[src/hw/sfm_pkg.sv]
/*
 * shared constants and types for the special-function register map:
 * register addresses, status and settings field positions, reset values.
 * assumes: an 8-bit core where one mclk edge is one instruction cycle.
 */
package sfm_pkg;

	// ----------------------------------------------------------------
	// data widths and addresses
	// ----------------------------------------------------------------
	localparam int unsigned DW               = 8;
	localparam int unsigned NPORT            = 5;
	localparam logic [7:0]  ADDR_SLOT        = 8'h00;
	localparam logic [7:0]  ADDR_TIMER       = 8'h01;
	localparam logic [7:0]  ADDR_CODE_LOW    = 8'h02;
	localparam logic [7:0]  ADDR_STATUS      = 8'h03;
	localparam logic [7:0]  ADDR_FSP         = 8'h04;
	localparam logic [7:0]  ADDR_PORT_A      = 8'h05;
	localparam logic [7:0]  ADDR_PORT_E      = 8'h09;

	// ----------------------------------------------------------------
	// status_flags fields
	// ----------------------------------------------------------------
	localparam int unsigned ST_PAGE_LSB      = 5;
	localparam int unsigned ST_WDOG          = 4;
	localparam int unsigned ST_SLEEP         = 3;
	localparam int unsigned ST_ZERO          = 2;
	localparam int unsigned ST_DCARRY        = 1;
	localparam int unsigned ST_CARRY         = 0;
	localparam logic [7:0]  ST_SW_MASK       = 8'he7;
	localparam logic [7:0]  ST_RESET         = 8'h18;

	// ----------------------------------------------------------------
	// device_settings and port_control_select fields
	// ----------------------------------------------------------------
	localparam int unsigned DS_ACC_SEL       = 7;
	localparam int unsigned DS_ROLL_IE       = 6;
	localparam int unsigned DS_EXT_SRC       = 5;
	localparam int unsigned DS_FALL_EDGE     = 4;
	localparam int unsigned DS_PRE_BYPASS    = 3;
	localparam int unsigned DS_RATIO_LSB     = 0;
	localparam logic [7:0]  DS_RESET         = 8'hff;
	localparam logic [7:0]  SEL_RESET        = 8'h0f;
	localparam logic [7:0]  SEL_DIR_CODE     = 8'h0f;

	// ----------------------------------------------------------------
	// request carrier
	// ----------------------------------------------------------------
	typedef struct packed {
		logic       write;
		logic [4:0] field;
		logic [7:0] wdata;
	} sfm_req_t;

	typedef struct packed {
		logic       write_settings;
		logic       write_select;
		logic       write_setup;
		logic [2:0] setup_port;
		logic [7:0] wdata;
	} sfm_ctl_t;

endpackage

[src/hw/sfm_core.sv]
/*
 * special-function register map of the 8-bit core: slot resolution through
 * the file select pointer, timer/counter, status, port data, setup bank,
 * accumulator and the control registers outside the data map.
 * assumes: the cpu issues at most one slot access per mclk, pins are
 * asynchronous, fuse strap is static while rst is high.
 */
`timescale 1ns/1ps
`default_nettype none

// Overview of operation
// [RQ1] every special register, mapped or not, is eight bits wide
// [RQ2] address zero stores nothing; it acts on the location the pointer names
// [RQ3] pointer sits at 04h, giving bank number or full address
// [RQ4] eight-bit timer at 01h, configured by settings register bits
// [RQ5] timekeeping mode counts instruction cycles or a chosen multiple
// [RQ6] event mode counts rising or falling edges of the timer pin
// [RQ7] timer may be read or overwritten at any moment
// [RQ8] wrap from FFh to 00h requests interrupt when enabled
// [RQ9] address 02h shows only low byte of the program counter
// [RQ10] status register with carry, zero and page bits at 03h
// [RQ11] port data at 05h-09h: writes drive outputs, reads return pins
// [RQ12] missing ports C, D, E leave plain storage at 07h-09h
// [RQ13] setup bank unmapped, written by config instruction, chosen by select register
// [RQ14] by default accumulator is reached only by naming it directly
// [RQ15] accumulator maps at 01h only if fuse bit and select bit are 0
// [RQ16] while accumulator is mapped, timer is unreachable at 01h
// [RQ17] watchdog and sleep flags ignore software writes; other bits writable
// [RQ18] bank-relative address joins pointer upper nibble with field lower nibble
module sfm_core #(
	parameter logic [4:0] PORT_PRESENT = 5'h1f
) (
	input  wire logic                  mclk,
	input  wire logic                  rst,
	input  wire logic                  req_valid,
	input  wire sfm_pkg::sfm_req_t     req,
	output logic                       rsp_valid,
	output logic [7:0]                 rsp_rdata,
	input  wire sfm_pkg::sfm_ctl_t     ctl,
	input  wire logic                  acc_write,
	input  wire logic [7:0]            acc_wdata,
	output logic [7:0]                 accumulator,
	output logic [7:0]                 device_settings,
	output logic [7:0]                 port_control_select,
	output logic [7:0]                 status_flags,
	input  wire logic                  alu_flags_we,
	input  wire logic [2:0]            alu_flags,
	input  wire logic                  wdog_expired,
	input  wire logic                  sleep_exec,
	input  wire logic                  wdog_clear,
	input  wire logic [7:0]            code_pointer_in,
	output logic                       code_load_valid,
	output logic [7:0]                 code_load_data,
	input  wire logic                  fuse_map_enable,
	input  wire logic                  timer_pin,
	output logic                       timer_irq,
	input  wire logic [4:0][7:0]       port_in,
	output logic [4:0][7:0]            port_out,
	output logic [4:0][7:0]            port_oe
);

	// ----------------------------------------------------------------
	// storage
	// ----------------------------------------------------------------
	logic [7:0]      file_select_pointer;
	logic [7:0]      timer_count;
	logic [7:0]      prescale_count;
	logic [7:0]      gp_mem [0:255];
	logic [4:0][7:0] port_data;
	logic            fuse_q;
	logic [40:0]     pin_s1;
	logic [40:0]     pin_s2;
	logic [40:0]     pin_s3;
	logic [40:0]     pin_f;
	logic            tpin_prev;

	// ----------------------------------------------------------------
	// input synchronisers
	// ----------------------------------------------------------------
	logic [40:0] pin_raw;
	assign pin_raw = {timer_pin, port_in};

	// three stages; filtered level moves only when stages two and three agree
	genvar gi;
	generate
		for (gi = 0; gi < 41; gi++) begin : g_sync
			always_ff @(posedge mclk) begin
				if (rst) begin
					pin_s1[gi] <= 1'b0;
					pin_s2[gi] <= 1'b0;
					pin_s3[gi] <= 1'b0;
					pin_f[gi]  <= 1'b0;
				end else begin
					pin_s1[gi] <= pin_raw[gi];
					pin_s2[gi] <= pin_s1[gi];
					pin_s3[gi] <= pin_s2[gi];
					if (pin_s2[gi] == pin_s3[gi]) begin
						pin_f[gi] <= pin_s3[gi];
					end
				end
			end
		end
	endgenerate

	// ----------------------------------------------------------------
	// address resolution
	// ----------------------------------------------------------------
	logic [7:0] eff_addr;
	logic       acc_mapped;
	logic       wr;
	logic       rd;

	// [RQ2] pointed slot redirect
	// [RQ18] bank-relative join
	always_comb begin
		if (req.field == 5'h00) begin
			eff_addr = file_select_pointer;
		end else if (!req.field[4]) begin
			eff_addr = {3'h0, req.field};
		end else begin
			eff_addr = {file_select_pointer[7:4], req.field[3:0]};
		end
	end

	// [RQ15] accumulator map condition
	assign acc_mapped = !fuse_q && !device_settings[sfm_pkg::DS_ACC_SEL];
	// [RQ2] address zero holds nothing, so writes there are dropped
	assign wr = req_valid && req.write && (eff_addr != sfm_pkg::ADDR_SLOT);
	assign rd = req_valid && !req.write;

	// fuse strap caught while reset is held
	always_ff @(posedge mclk) begin
		if (rst) begin
			fuse_q <= fuse_map_enable;
		end
	end

	// ----------------------------------------------------------------
	// read path
	// ----------------------------------------------------------------
	logic [7:0] next_rdata;
	logic [3:0] port_idx;
	assign port_idx = eff_addr[3:0] - sfm_pkg::ADDR_PORT_A[3:0];

	// [RQ11] reads return pin levels
	// [RQ12] absent ports read back storage
	always_comb begin
		next_rdata = 8'h00;
		if (eff_addr == sfm_pkg::ADDR_TIMER) begin
			next_rdata = acc_mapped ? accumulator : timer_count;
		end else if (eff_addr == sfm_pkg::ADDR_CODE_LOW) begin
			next_rdata = code_pointer_in;
		end else if (eff_addr == sfm_pkg::ADDR_STATUS) begin
			next_rdata = status_flags;
		end else if (eff_addr == sfm_pkg::ADDR_FSP) begin
			next_rdata = file_select_pointer;
		end else if (eff_addr >= sfm_pkg::ADDR_PORT_A && eff_addr <= sfm_pkg::ADDR_PORT_E) begin
			next_rdata = PORT_PRESENT[port_idx[2:0]] ? pin_f[port_idx[2:0]*8 +: 8]
				: port_data[port_idx[2:0]];
		end else if (eff_addr != sfm_pkg::ADDR_SLOT) begin
			next_rdata = gp_mem[eff_addr];
		end
	end

	// one-cycle answer for every slot request
	always_ff @(posedge mclk) begin
		if (rst) begin
			rsp_valid <= 1'b0;
			rsp_rdata <= 8'h00;
		end else begin
			rsp_valid <= req_valid;
			if (rd) begin
				rsp_rdata <= next_rdata;
			end
		end
	end

	// ----------------------------------------------------------------
	// general storage above the special registers
	// ----------------------------------------------------------------
	always_ff @(posedge mclk) begin
		if (wr && eff_addr > sfm_pkg::ADDR_PORT_E) begin
			gp_mem[eff_addr] <= req.wdata;
		end
	end

	// ----------------------------------------------------------------
	// pointer, accumulator, code pointer low
	// ----------------------------------------------------------------
	// [RQ3] pointer at 04h
	always_ff @(posedge mclk) begin
		if (rst) begin
			file_select_pointer <= 8'h00;
		end else if (wr && eff_addr == sfm_pkg::ADDR_FSP) begin
			file_select_pointer <= req.wdata;
		end
	end

	// [RQ14] direct accumulator port
	// [RQ15] slot write reaches it only while mapped
	always_ff @(posedge mclk) begin
		if (rst) begin
			accumulator <= 8'h00;
		end else if (wr && eff_addr == sfm_pkg::ADDR_TIMER && acc_mapped) begin
			accumulator <= req.wdata;
		end else if (acc_write) begin
			accumulator <= acc_wdata;
		end
	end

	// [RQ9] low byte load toward the cpu
	always_ff @(posedge mclk) begin
		if (rst) begin
			code_load_valid <= 1'b0;
			code_load_data  <= 8'h00;
		end else begin
			code_load_valid <= wr && eff_addr == sfm_pkg::ADDR_CODE_LOW;
			if (wr && eff_addr == sfm_pkg::ADDR_CODE_LOW) begin
				code_load_data <= req.wdata;
			end
		end
	end

	// ----------------------------------------------------------------
	// status
	// ----------------------------------------------------------------
	// [RQ10] status at 03h, alu updates win over software
	// [RQ17] watchdog and sleep bits only follow events
	always_ff @(posedge mclk) begin
		if (rst) begin
			status_flags <= sfm_pkg::ST_RESET;
		end else begin
			if (wr && eff_addr == sfm_pkg::ADDR_STATUS) begin
				status_flags <= (req.wdata & sfm_pkg::ST_SW_MASK)
					| (status_flags & ~sfm_pkg::ST_SW_MASK);
			end
			if (alu_flags_we) begin
				status_flags[sfm_pkg::ST_ZERO:sfm_pkg::ST_CARRY] <= alu_flags;
			end
			if (wdog_expired) begin
				status_flags[sfm_pkg::ST_WDOG] <= 1'b0;
			end else if (wdog_clear || sleep_exec) begin
				status_flags[sfm_pkg::ST_WDOG] <= 1'b1;
			end
			if (sleep_exec) begin
				status_flags[sfm_pkg::ST_SLEEP] <= 1'b0;
			end else if (wdog_clear) begin
				status_flags[sfm_pkg::ST_SLEEP] <= 1'b1;
			end
		end
	end

	// ----------------------------------------------------------------
	// control registers outside the map
	// ----------------------------------------------------------------
	// [RQ1] eight-bit control registers
	always_ff @(posedge mclk) begin
		if (rst) begin
			device_settings     <= sfm_pkg::DS_RESET;
			port_control_select <= sfm_pkg::SEL_RESET;
		end else begin
			if (ctl.write_settings) begin
				device_settings <= ctl.wdata;
			end
			if (ctl.write_select) begin
				port_control_select <= ctl.wdata;
			end
		end
	end

	// ----------------------------------------------------------------
	// ports and setup bank
	// ----------------------------------------------------------------
	// [RQ11] port data write
	// [RQ12] absent ports keep plain storage
	// [RQ13] setup write steered by select register
	generate
		for (gi = 0; gi < 5; gi++) begin : g_port
			always_ff @(posedge mclk) begin
				if (rst) begin
					port_data[gi] <= 8'h00;
				end else if (wr && eff_addr == sfm_pkg::ADDR_PORT_A + 8'(gi)) begin
					port_data[gi] <= req.wdata;
				end
			end
			always_ff @(posedge mclk) begin
				if (rst) begin
					port_out[gi] <= 8'h00;
					port_oe[gi]  <= 8'h00;
				end else begin
					port_out[gi] <= port_data[gi];
					if (PORT_PRESENT[gi] && ctl.write_setup && ctl.setup_port == 3'(gi)
						&& port_control_select == sfm_pkg::SEL_DIR_CODE) begin
						port_oe[gi] <= ~ctl.wdata;
					end
				end
			end
		end
	endgenerate

	// ----------------------------------------------------------------
	// timer/counter
	// ----------------------------------------------------------------
	logic       tpin_f;
	logic       ext_edge;
	logic       tick_src;
	logic [7:0] ps_mask;
	logic       timer_inc;
	logic       timer_wr;

	assign tpin_f = pin_f[40];
	// [RQ6] rising or falling pin edge
	assign ext_edge = device_settings[sfm_pkg::DS_FALL_EDGE] ? (tpin_prev && !tpin_f)
		: (!tpin_prev && tpin_f);
	// [RQ5] each instruction cycle or pin event
	assign tick_src = device_settings[sfm_pkg::DS_EXT_SRC] ? ext_edge : 1'b1;
	assign ps_mask = ~(8'hff << ({1'b0, device_settings[2:0]} + 4'h1));
	assign timer_inc = device_settings[sfm_pkg::DS_PRE_BYPASS] ? tick_src
		: (tick_src && (prescale_count & ps_mask) == ps_mask);
	// [RQ16] timer hidden while accumulator mapped
	assign timer_wr = wr && eff_addr == sfm_pkg::ADDR_TIMER && !acc_mapped;

	always_ff @(posedge mclk) begin
		if (rst) begin
			tpin_prev <= 1'b0;
		end else begin
			tpin_prev <= tpin_f;
		end
	end

	// [RQ5] prescaler divides by two to the ratio plus one
	always_ff @(posedge mclk) begin
		if (rst || timer_wr) begin
			prescale_count <= 8'h00;
		end else if (tick_src && !device_settings[sfm_pkg::DS_PRE_BYPASS]) begin
			prescale_count <= prescale_count + 8'h01;
		end
	end

	// [RQ4] timer at 01h
	// [RQ7] write any time, write beats count
	always_ff @(posedge mclk) begin
		if (rst) begin
			timer_count <= 8'h00;
		end else if (timer_wr) begin
			timer_count <= req.wdata;
		end else if (timer_inc) begin
			timer_count <= timer_count + 8'h01;
		end
	end

	// [RQ8] rollover request when enabled
	always_ff @(posedge mclk) begin
		if (rst) begin
			timer_irq <= 1'b0;
		end else begin
			timer_irq <= !timer_wr && timer_inc && timer_count == 8'hff
				&& device_settings[sfm_pkg::DS_ROLL_IE];
		end
	end

	// ----------------------------------------------------------------
	// assertions
	// ----------------------------------------------------------------
	rsp_timing_a: assert property (@(posedge mclk) disable iff (rst) // [RQ2]
		(rd && eff_addr == sfm_pkg::ADDR_SLOT) |=> rsp_valid && rsp_rdata == 8'h00)
		else $error("pointed slot at zero not answered with zero");

	wrap_irq_a: assert property (@(posedge mclk) disable iff (rst) // [RQ8]
		(timer_inc && !timer_wr && timer_count == 8'hff
			&& device_settings[sfm_pkg::DS_ROLL_IE]) |=> timer_irq && timer_count == 8'h00)
		else $error("rollover did not raise request");

	irq_cause_a: assert property (@(posedge mclk) disable iff (rst) // [RQ8]
		timer_irq |-> $past(timer_count) == 8'hff && timer_count == 8'h00)
		else $error("request without rollover");

	status_ro_a: assert property (@(posedge mclk) disable iff (rst) // [RQ17]
		(wr && eff_addr == sfm_pkg::ADDR_STATUS && !wdog_expired && !sleep_exec
			&& !wdog_clear) |=> $stable(status_flags[4:3]))
		else $error("protected status bits changed by write");

	acc_map_a: assert property (@(posedge mclk) disable iff (rst) // [RQ15]
		(wr && eff_addr == sfm_pkg::ADDR_TIMER && acc_mapped)
			|=> accumulator == $past(req.wdata))
		else $error("mapped accumulator not written");

	timer_hide_a: assert property (@(posedge mclk) disable iff (rst) // [RQ16]
		(acc_mapped && !timer_inc) |=> timer_count == $past(timer_count))
		else $error("hidden timer changed");

	timer_write_a: assert property (@(posedge mclk) disable iff (rst) // [RQ7]
		timer_wr |=> timer_count == $past(req.wdata))
		else $error("timer write lost");

	pointer_write_a: assert property (@(posedge mclk) disable iff (rst) // [RQ3]
		(wr && eff_addr == sfm_pkg::ADDR_FSP) |=> file_select_pointer == $past(req.wdata))
		else $error("pointer write lost");

	port_drive_a: assert property (@(posedge mclk) disable iff (rst) // [RQ11]
		(wr && eff_addr == sfm_pkg::ADDR_PORT_A) |=> ##1 port_out[0] == $past(req.wdata, 2))
		else $error("port a output not driven");

	code_load_a: assert property (@(posedge mclk) disable iff (rst) // [RQ9]
		(wr && eff_addr == sfm_pkg::ADDR_CODE_LOW)
			|=> code_load_valid && code_load_data == $past(req.wdata))
		else $error("code pointer load missing");

endmodule

`default_nettype wire

[config.mk]
export PLATFORM = sky130hd
export DESIGN_NAME = sfm_core
export DESIGN_NICKNAME = d
export VERILOG_FILES = /design/src/hw/sfm_pkg.sv /design/src/hw/sfm_core.sv
export SDC_FILE = /design/constraint.sdc
export NUM_CORES = 2
export LEC_CHECK = 0
export ABC_AREA = 1
export BUFFER_PORTS_ARGS = -buffer_cell sky130_fd_sc_hd__buf_2
export CAP_MARGIN = 20
export CELL_PAD_IN_SITES_DETAIL_PLACEMENT = 0
export CELL_PAD_IN_SITES_GLOBAL_PLACEMENT = 1
export CORE_UTILIZATION = 54
export CTS_CLUSTER_DIAMETER = 60
export DETAILED_ROUTE_END_ITERATION = 8
export PLACE_DENSITY = 0.83
export SYNTH_ARGS = -nofsm -noshare
export SYNTH_HDL_FRONTEND = slang
export SYNTH_SLANG_ARGS = --single-unit
export TNS_END_PERCENT = 5
[constraint.sdc]
create_clock -name mclk -period 5.85 [get_ports mclk]
set_input_delay 0.8775 -clock mclk [delete_from_list [all_inputs] [get_ports mclk]]
set_output_delay 0.8775 -clock mclk [all_outputs]
set_load 0.01 [all_outputs]
**After elaboration in Yosys (flattened, before gate mapping)**

Memory sizes are Yosys's and may differ from the RTL's.
Cells that the tools add are included.

- $add $sub $neg: 4
- $lt $le $gt $ge: 4
- Equal/unequal tests: 57
- Shift-type cells: 2
- Muxes and demuxes: 28
- Bitwise gates (word level): 4
- Reductions and logical operators: 52

Operators with widths:

| cell | count |
|---|---|
| $mux 8 | 15 |
| $eq 1x1->1 | 41 |
| $shiftx 41x7->8 | 1 |
| $logic_and 1x1->1 | 34 |
| $eq 8x3->1 const B | 4 |
| $bmux 8 s3 | 1 |
| $eq 8x4->1 const B | 3 |
| $add 8x1->8 const B | 2 |
| $eq 8x2->1 const B | 2 |
| $not 8->8 | 2 |
| $mux 1 | 10 |
| $and 8x8->8 | 1 |
| $eq 8x1->1 const B | 1 |
| $eq 8x8->1 | 1 |
| $eq 8x8->1 const B | 1 |
| $ge 8x3->1 const B | 1 |
| $gt 8x4->1 const B | 1 |
| $le 8x4->1 const B | 1 |
| $logic_not 1->1 | 8 |
| $or 8x5->8 | 1 |
| $reduce_bool 8->1 | 1 |
| $shl 8x4->8 const A | 1 |
| $eq 3x2->1 const B | 2 |
| $reduce_bool 2->1 | 3 |
| 11 further kinds | 13 |

- Bits in registers: 361
- Bits in writable memories: 2048
- ROM bits: 8
- Input bits: 97
- Output and inout port bits: 131
- Logic and storage cells: 349
- Memories: 2

Memories:

| name | words | width | rd ports | clocked after memory_dff | write ports | line | RTL |
|---|---|---|---|---|---|---|---|
| gp_mem | 256 | 8 | 1 | 0 | 1 | sfm_core.sv:68 | `logic [7:0] gp_mem [0:255];` |
| (name not given) | 8 | 1 | 1 | 0 | 0 | sfm_core.sv:158 | `next_rdata = PORT_PRESENT[port_idx[2:0]] ? pin_f[port_idx[2:0]*8 +: 8]` |

**Longest topological paths before layout**

- Word-level depth: 11
- Depth in mapped cells: 28
- Mapped depth without buffers: 24

**Least setup slack after synthesis**

OpenSTA, ideal clock, no wires.

- Kind: input to register
- From: input port req[8] (netlist bit)
- To: memory gp_mem[192][0], enable pin
- Library setup time: 0.371 ns
- Arrival: 3.930 ns
- Data required time: 5.479 ns
- Slack: 1.550 ns
- Cell stages on the path: 20
- Buffers on the path: 6
- Path through: nor2_4 nand3_4 nand2_1 nand2_2 buf_4 buf_4 buf_2 buf_2 ha_1 nand2_1 nor2_1 inv_2 nor2_1 nor3_1 nand2_1 inv_1 buf_4 buf_2 nand3_1 nor2_1

- Cells in the longest elaborated chain, start to end: 7
- Elaborated cells on any way between the ends: 9
- Classes of those cells: 1 x order compare; 4 x mux; 4 x reduce/logical

RTL lines:

| item | line | RTL |
|---|---|---|
| start: declaration | sfm_core.sv:36 | `input wire sfm_pkg::sfm_req_t req,` |
| $logic_not 5->1 / $mux 8 (equally long branches) | sfm_core.sv:116, sfm_core.sv:118 |  |
| $mux 8 (*) | sfm_core.sv:116 | `if (req.field == 5'h00) begin` |
| parallel branches: the longest is 5 deep, another holds $gt 8x4->1 | -- |  |
| end: declaration | sfm_core.sv:68 |  |

Every way passes the cells marked *.

**Worst setup path after layout**

- From: register file_select_pointer[0]
- To: register rsp_rdata[6]

- Cells in the longest elaborated chain, start to end: 10
- Elaborated cells on any way between the ends: 23
- Classes of those cells: 1 x add/sub; 2 x order compare; 4 x eq/ne; 1 x shift; 11 x mux; 2 x reduce/logical; 2 x memory

RTL lines:

| item | line | RTL |
|---|---|---|
| start: declaration | sfm_core.sv:65 | `logic [7:0] file_select_pointer;` |
| start signal: assignment | sfm_core.sv:195 | `file_select_pointer <= req.wdata;` |
| $mux 8 (*) | sfm_core.sv:116 |  |
| parallel branches: the longest is 8 deep, another holds $sub 3x3->3 | -- |  |
| $mux 8 (*) | sfm_core.sv:149 | `if (eff_addr == sfm_pkg::ADDR_TIMER) begin` |
| end signal: assignment | sfm_core.sv:173 | `rsp_rdata <= next_rdata;` |
| end: declaration | sfm_core.sv:38 | `output logic [7:0] rsp_rdata,` |

Every way passes the cells marked *. The select of a mux whose other input is x is not followed.
A chain may end at the register's enable or synchronous reset.

==> reports/metrics.yaml <==
floorplan:
  io_pins: 228
  initial_core_util: 0.544
  die_width_microns: 427
  rows: 155
  die-area_sq_um: 182000
  fp.coreArea_sq_um: 179000
  die_h_microns: 427
finish:
  layout_commonest_cell: "nand2_1"
  finalNetCount: 9481
  syn_to_final_growth_pct: 12.4
  drive_above_1_share: 0.0870
  final_cells: 11900
  final_cell_mix: "3,108 x nand2_1, 2,049 x edfxtp_1, 1,034 x nand3_1"
  fillers: 14300
yosys:
  synth_seq_cells: 2409
  yosysUniqueCellTypes: 51
  synthCells: 9117
  ys_warn_count: 0
  synthArstFlopShare: 0
  syn-cell-area_sq_um: 97300
  synth_edf_count: 2049
  ys.flop_type: "edfxtp_1"
  post_synth.cell_area_avg_sq_um: 10.7
  yosysSeqAreaShare: 0.706
timing:
  hold_viol_final: 0
  slew_viol_final: 0
  relSlewSlack: 0.166
  skew_ns: 0.0541
  period_share: 0.754
  fin_crit_ns: 4.41
  rsz0062_at_grt: "no"
  setup-violations-final: 0
  finalSetupTns_ns: 0
  fmax_mhz: 227
  tightest_slew_ns: 1.25
pwr:
  internal-power_w: 0.0278
  swShare: 0.230
  power_w: 0.0360
  comb_power_share: 0.063
  power.switching_w: 0.00828
  powerDensity_nw_per_um2: 329
  peakVddDrop_mv: 0.327
  p_leak_nw: 42.0
  power.share.clock: 0.417
  sequentialPowerShare: 0.521
route:
  drc: 0
  vias: 67600
  viasPerCell: 5.66
  postRouteAntennaNets: 0
  routed_wl_microns: 273000
  drtIter0Drc: 7768
  drtPass1Iterations: 6
  routedWlPerCell_microns: 22.9
global_route:
  grt_pass1_vias: 63900
  overflow: 0
  grt_max_degree: 182
  grt_pass1_wl_microns: 403000
  antenna_found_initial: 7
  grt_usage: 0.299
worst_setup_path:
  crit_top_cell: "nand2_1"
  critPathTopFamily: "simple AND/OR/NAND/NOR gates"
  cp_data_arrival_time_ns: 5.14
  crit_chain: "inv_1 > nand4_1 > nand2_8 > buf_12 > nand2_1 > nand3_1 > nand2_1 > nand2_1 > nand2_1 > o21ai_0 > buf_4 > nand2_1 > nor2_1 > nor2_1 > nor2_1 > nand2_1 > nand2_1 > nand2_1 > nand2_1 > nand2_1 > nand2_1 > nand2_1 > nand2_1 > a21oi_1"
  critPathLaunchType: "flop"
  cpPeakStageDelay_ns: 0.49
  critPathKind: "flop to flop"
  endpoint_kind: "flop"
  cp_slowest_cell: "buf_12"
  critPathBufInv: 3
  critPathMaxFanout: 148
  worstPathRequired_ns: 6.58
cts:
  post_cts_resized: 0
  postCtsSetupBuffers: 0
  cts_tree: "done"
  clockRootBuffer: "clkbuf_16"
  htree_levels: 4
  clk_pin_slew_worst_paths_ns: 0.06
  cts_made_buffers: 234
  clock_latency_ns: 0.89
  clock_sinks: 2409
  cts.path.max_buffers: 3
  hold_buffers: 0
run_status:
  status: "completed"
place:
  place_inst: 11500
  port_buffers: 227
  hpwl_microns: 164000
  gp_congestion: 0.939
hold_path:
  hold_path.class: "primary input to flop"
run:
  max_cap_violations: 0
==> sequential cells by signal, summed over array words and instances, names as in the netlist, 8 cells and up <==
signal / cells
pin_s1: 41
rsp_rdata: 8
device_settings: 8
prescale_count: 8
timer_count: 8
port_oe: 40
status_flags: 8
gp_mem: 2048
port_control_select: 8
accumulator: 8
port_data: 40
code_load_data: 8
file_select_pointer: 8
pin_f: 40
pin_s3: 41
pin_s2: 41
port_out: 40
==> logic make-up (layout without fill, tap and decap cells) <==
kind of cell    count (synthesis)  after routing  share of synthesized area
other cells                     1             85                  0.0000385
simple gates                 4945           4945                      0.208
fa+ha+maj                      10             10                    0.00129
flops                        2409           2409                      0.706
xor+xnor                        9              9                   0.000810
compound gates                661            661                     0.0365
buf+inv                      1082           1468                     0.0468
==> metrics by stage <==
step                 util  instance area (sq um)  hold WS, ns  setup WS [ns]
floorplan               -                  97600        0.388           1.55
global placement    0.568                 102000        0.390          0.770
detailed placement  0.568                 102000        0.392          0.715
CTS                 0.612                 109000        0.125           1.50
global route        0.612                 109000        0.158           1.34
finish              0.612                 109000        0.174           1.44
==> final cells by class <==
type | instances | area [sq um] | area share
Sequential cell | 2409 | 68700 | 0.628
Multi-Input combinational cell | 5705 | 24400 | 0.223
Clock buffer | 284 | 6240 | 0.0570
Timing Repair Buffer | 432 | 3400 | 0.0311
Tap cell | 2355 | 2950 | 0.0269
Inverter | 592 | 2230 | 0.0203
Clock inverter | 160 | 1470 | 0.0134
Antenna cell | 5 | 12.5 | 0.000114
==> cells in the mapped netlist, types with 3 or more instances <==
| cell | n | area [sq um] |
|---|---|---|
| o22ai_1 | 9 | 56.3 |
| buf_4 | 26 | 195 |
| nor2_2 | 10 | 62.6 |
| clkinv_1 | 9 | 33.8 |
| a31oi_1 | 11 | 68.8 |
| or2_2 | 9 | 56.3 |
| a22oi_1 | 3 | 22.5 |
| nand4_1 | 52 | 325 |
| a22o_1 | 8 | 70.1 |
| ha_1 | 10 | 125 |
| o21ai_0 | 266 | 1330 |
| inv_2 | 15 | 56.3 |
| xor2_1 | 7 | 61.3 |
| o21ai_1 | 28 | 140 |
| nand3_1 | 1034 | 5170 |
| a21oi_1 | 281 | 1410 |
| nor2_4 | 4 | 45.0 |
| nor3_1 | 19 | 95.1 |
| nand2_1 | 3109 | 11700 |
| nor2_1 | 665 | 2500 |
| nand3b_1 | 27 | 203 |
| and2_1 | 3 | 18.8 |
| edfxtp_1 | 2049 | 61500 |
| inv_1 | 568 | 2130 |
| clkbuf_1 | 140 | 526 |
| dfxtp_1 | 360 | 7210 |
| buf_6 | 3 | 33.8 |
| a32o_1 | 11 | 110 |
| o211ai_1 | 5 | 37.5 |
| a211oi_1 | 29 | 218 |
| buf_2 | 298 | 1490 |
| buf_1 | 23 | 86.3 |
==> per-layer routing <==
layer,global-route usage,up-vias,share of wire
li1,-,31100,-
met1,0.409,32600,0.40
met2,0.470,3294,0.46
met3,0.0525,570,0.095
met4,0.132,4,0.045
met5,0,-,0.000099
==> power groups by stage <==
stage	logic, W	registers [W]	clock network [W]
3_3_place_gp	0.00221	0.0191	0
4_1_cts	0.00224	0.0188	0.0151
6_report	0.00227	0.0188	0.0150
3_5_place_dp	0.00223	0.0191	0
5_1_grt	0.00244	0.0188	0.0158
2_1_floorplan	0.00119	0.0191	0
==> worst register-to-register path, cell delays in order (launching register included) <==
cell	delay (ns)
dfxtp_1	0.36
inv_1	0.11
nand4_1	0.26
nand2_8	0.41
buf_12	0.52
nand2_1	0.22
nand3_1	0.12
nand2_1	0.07
nand2_1	0.05
nand2_1	0.05
o21ai_0	0.49
buf_4	0.26
nand2_1	0.06
nor2_1	0.27
nor2_1	0.15
nor2_1	0.11
nand2_1	0.08
nand2_1	0.08
nand2_1	0.09
nand2_1	0.17
nand2_1	0.08
nand2_1	0.07
nand2_1	0.05
nand2_1	0.06
a21oi_1	0.06
==> worst paths after layout <==
kind	startpoint	end	slack (ns)	depth (start not counted)
hold / removal	fuse_map_enable	fuse_q	0.17	1
setup / recovery	file_select_pointer[0]	rsp_rdata[6]	1.44	24
setup reg to reg	file_select_pointer[0]	rsp_rdata[6]	1.44	24
hold reg to reg	pin_s1[22]	pin_s2[22]	0.39	2
Power figures use the tool's default switching activity.
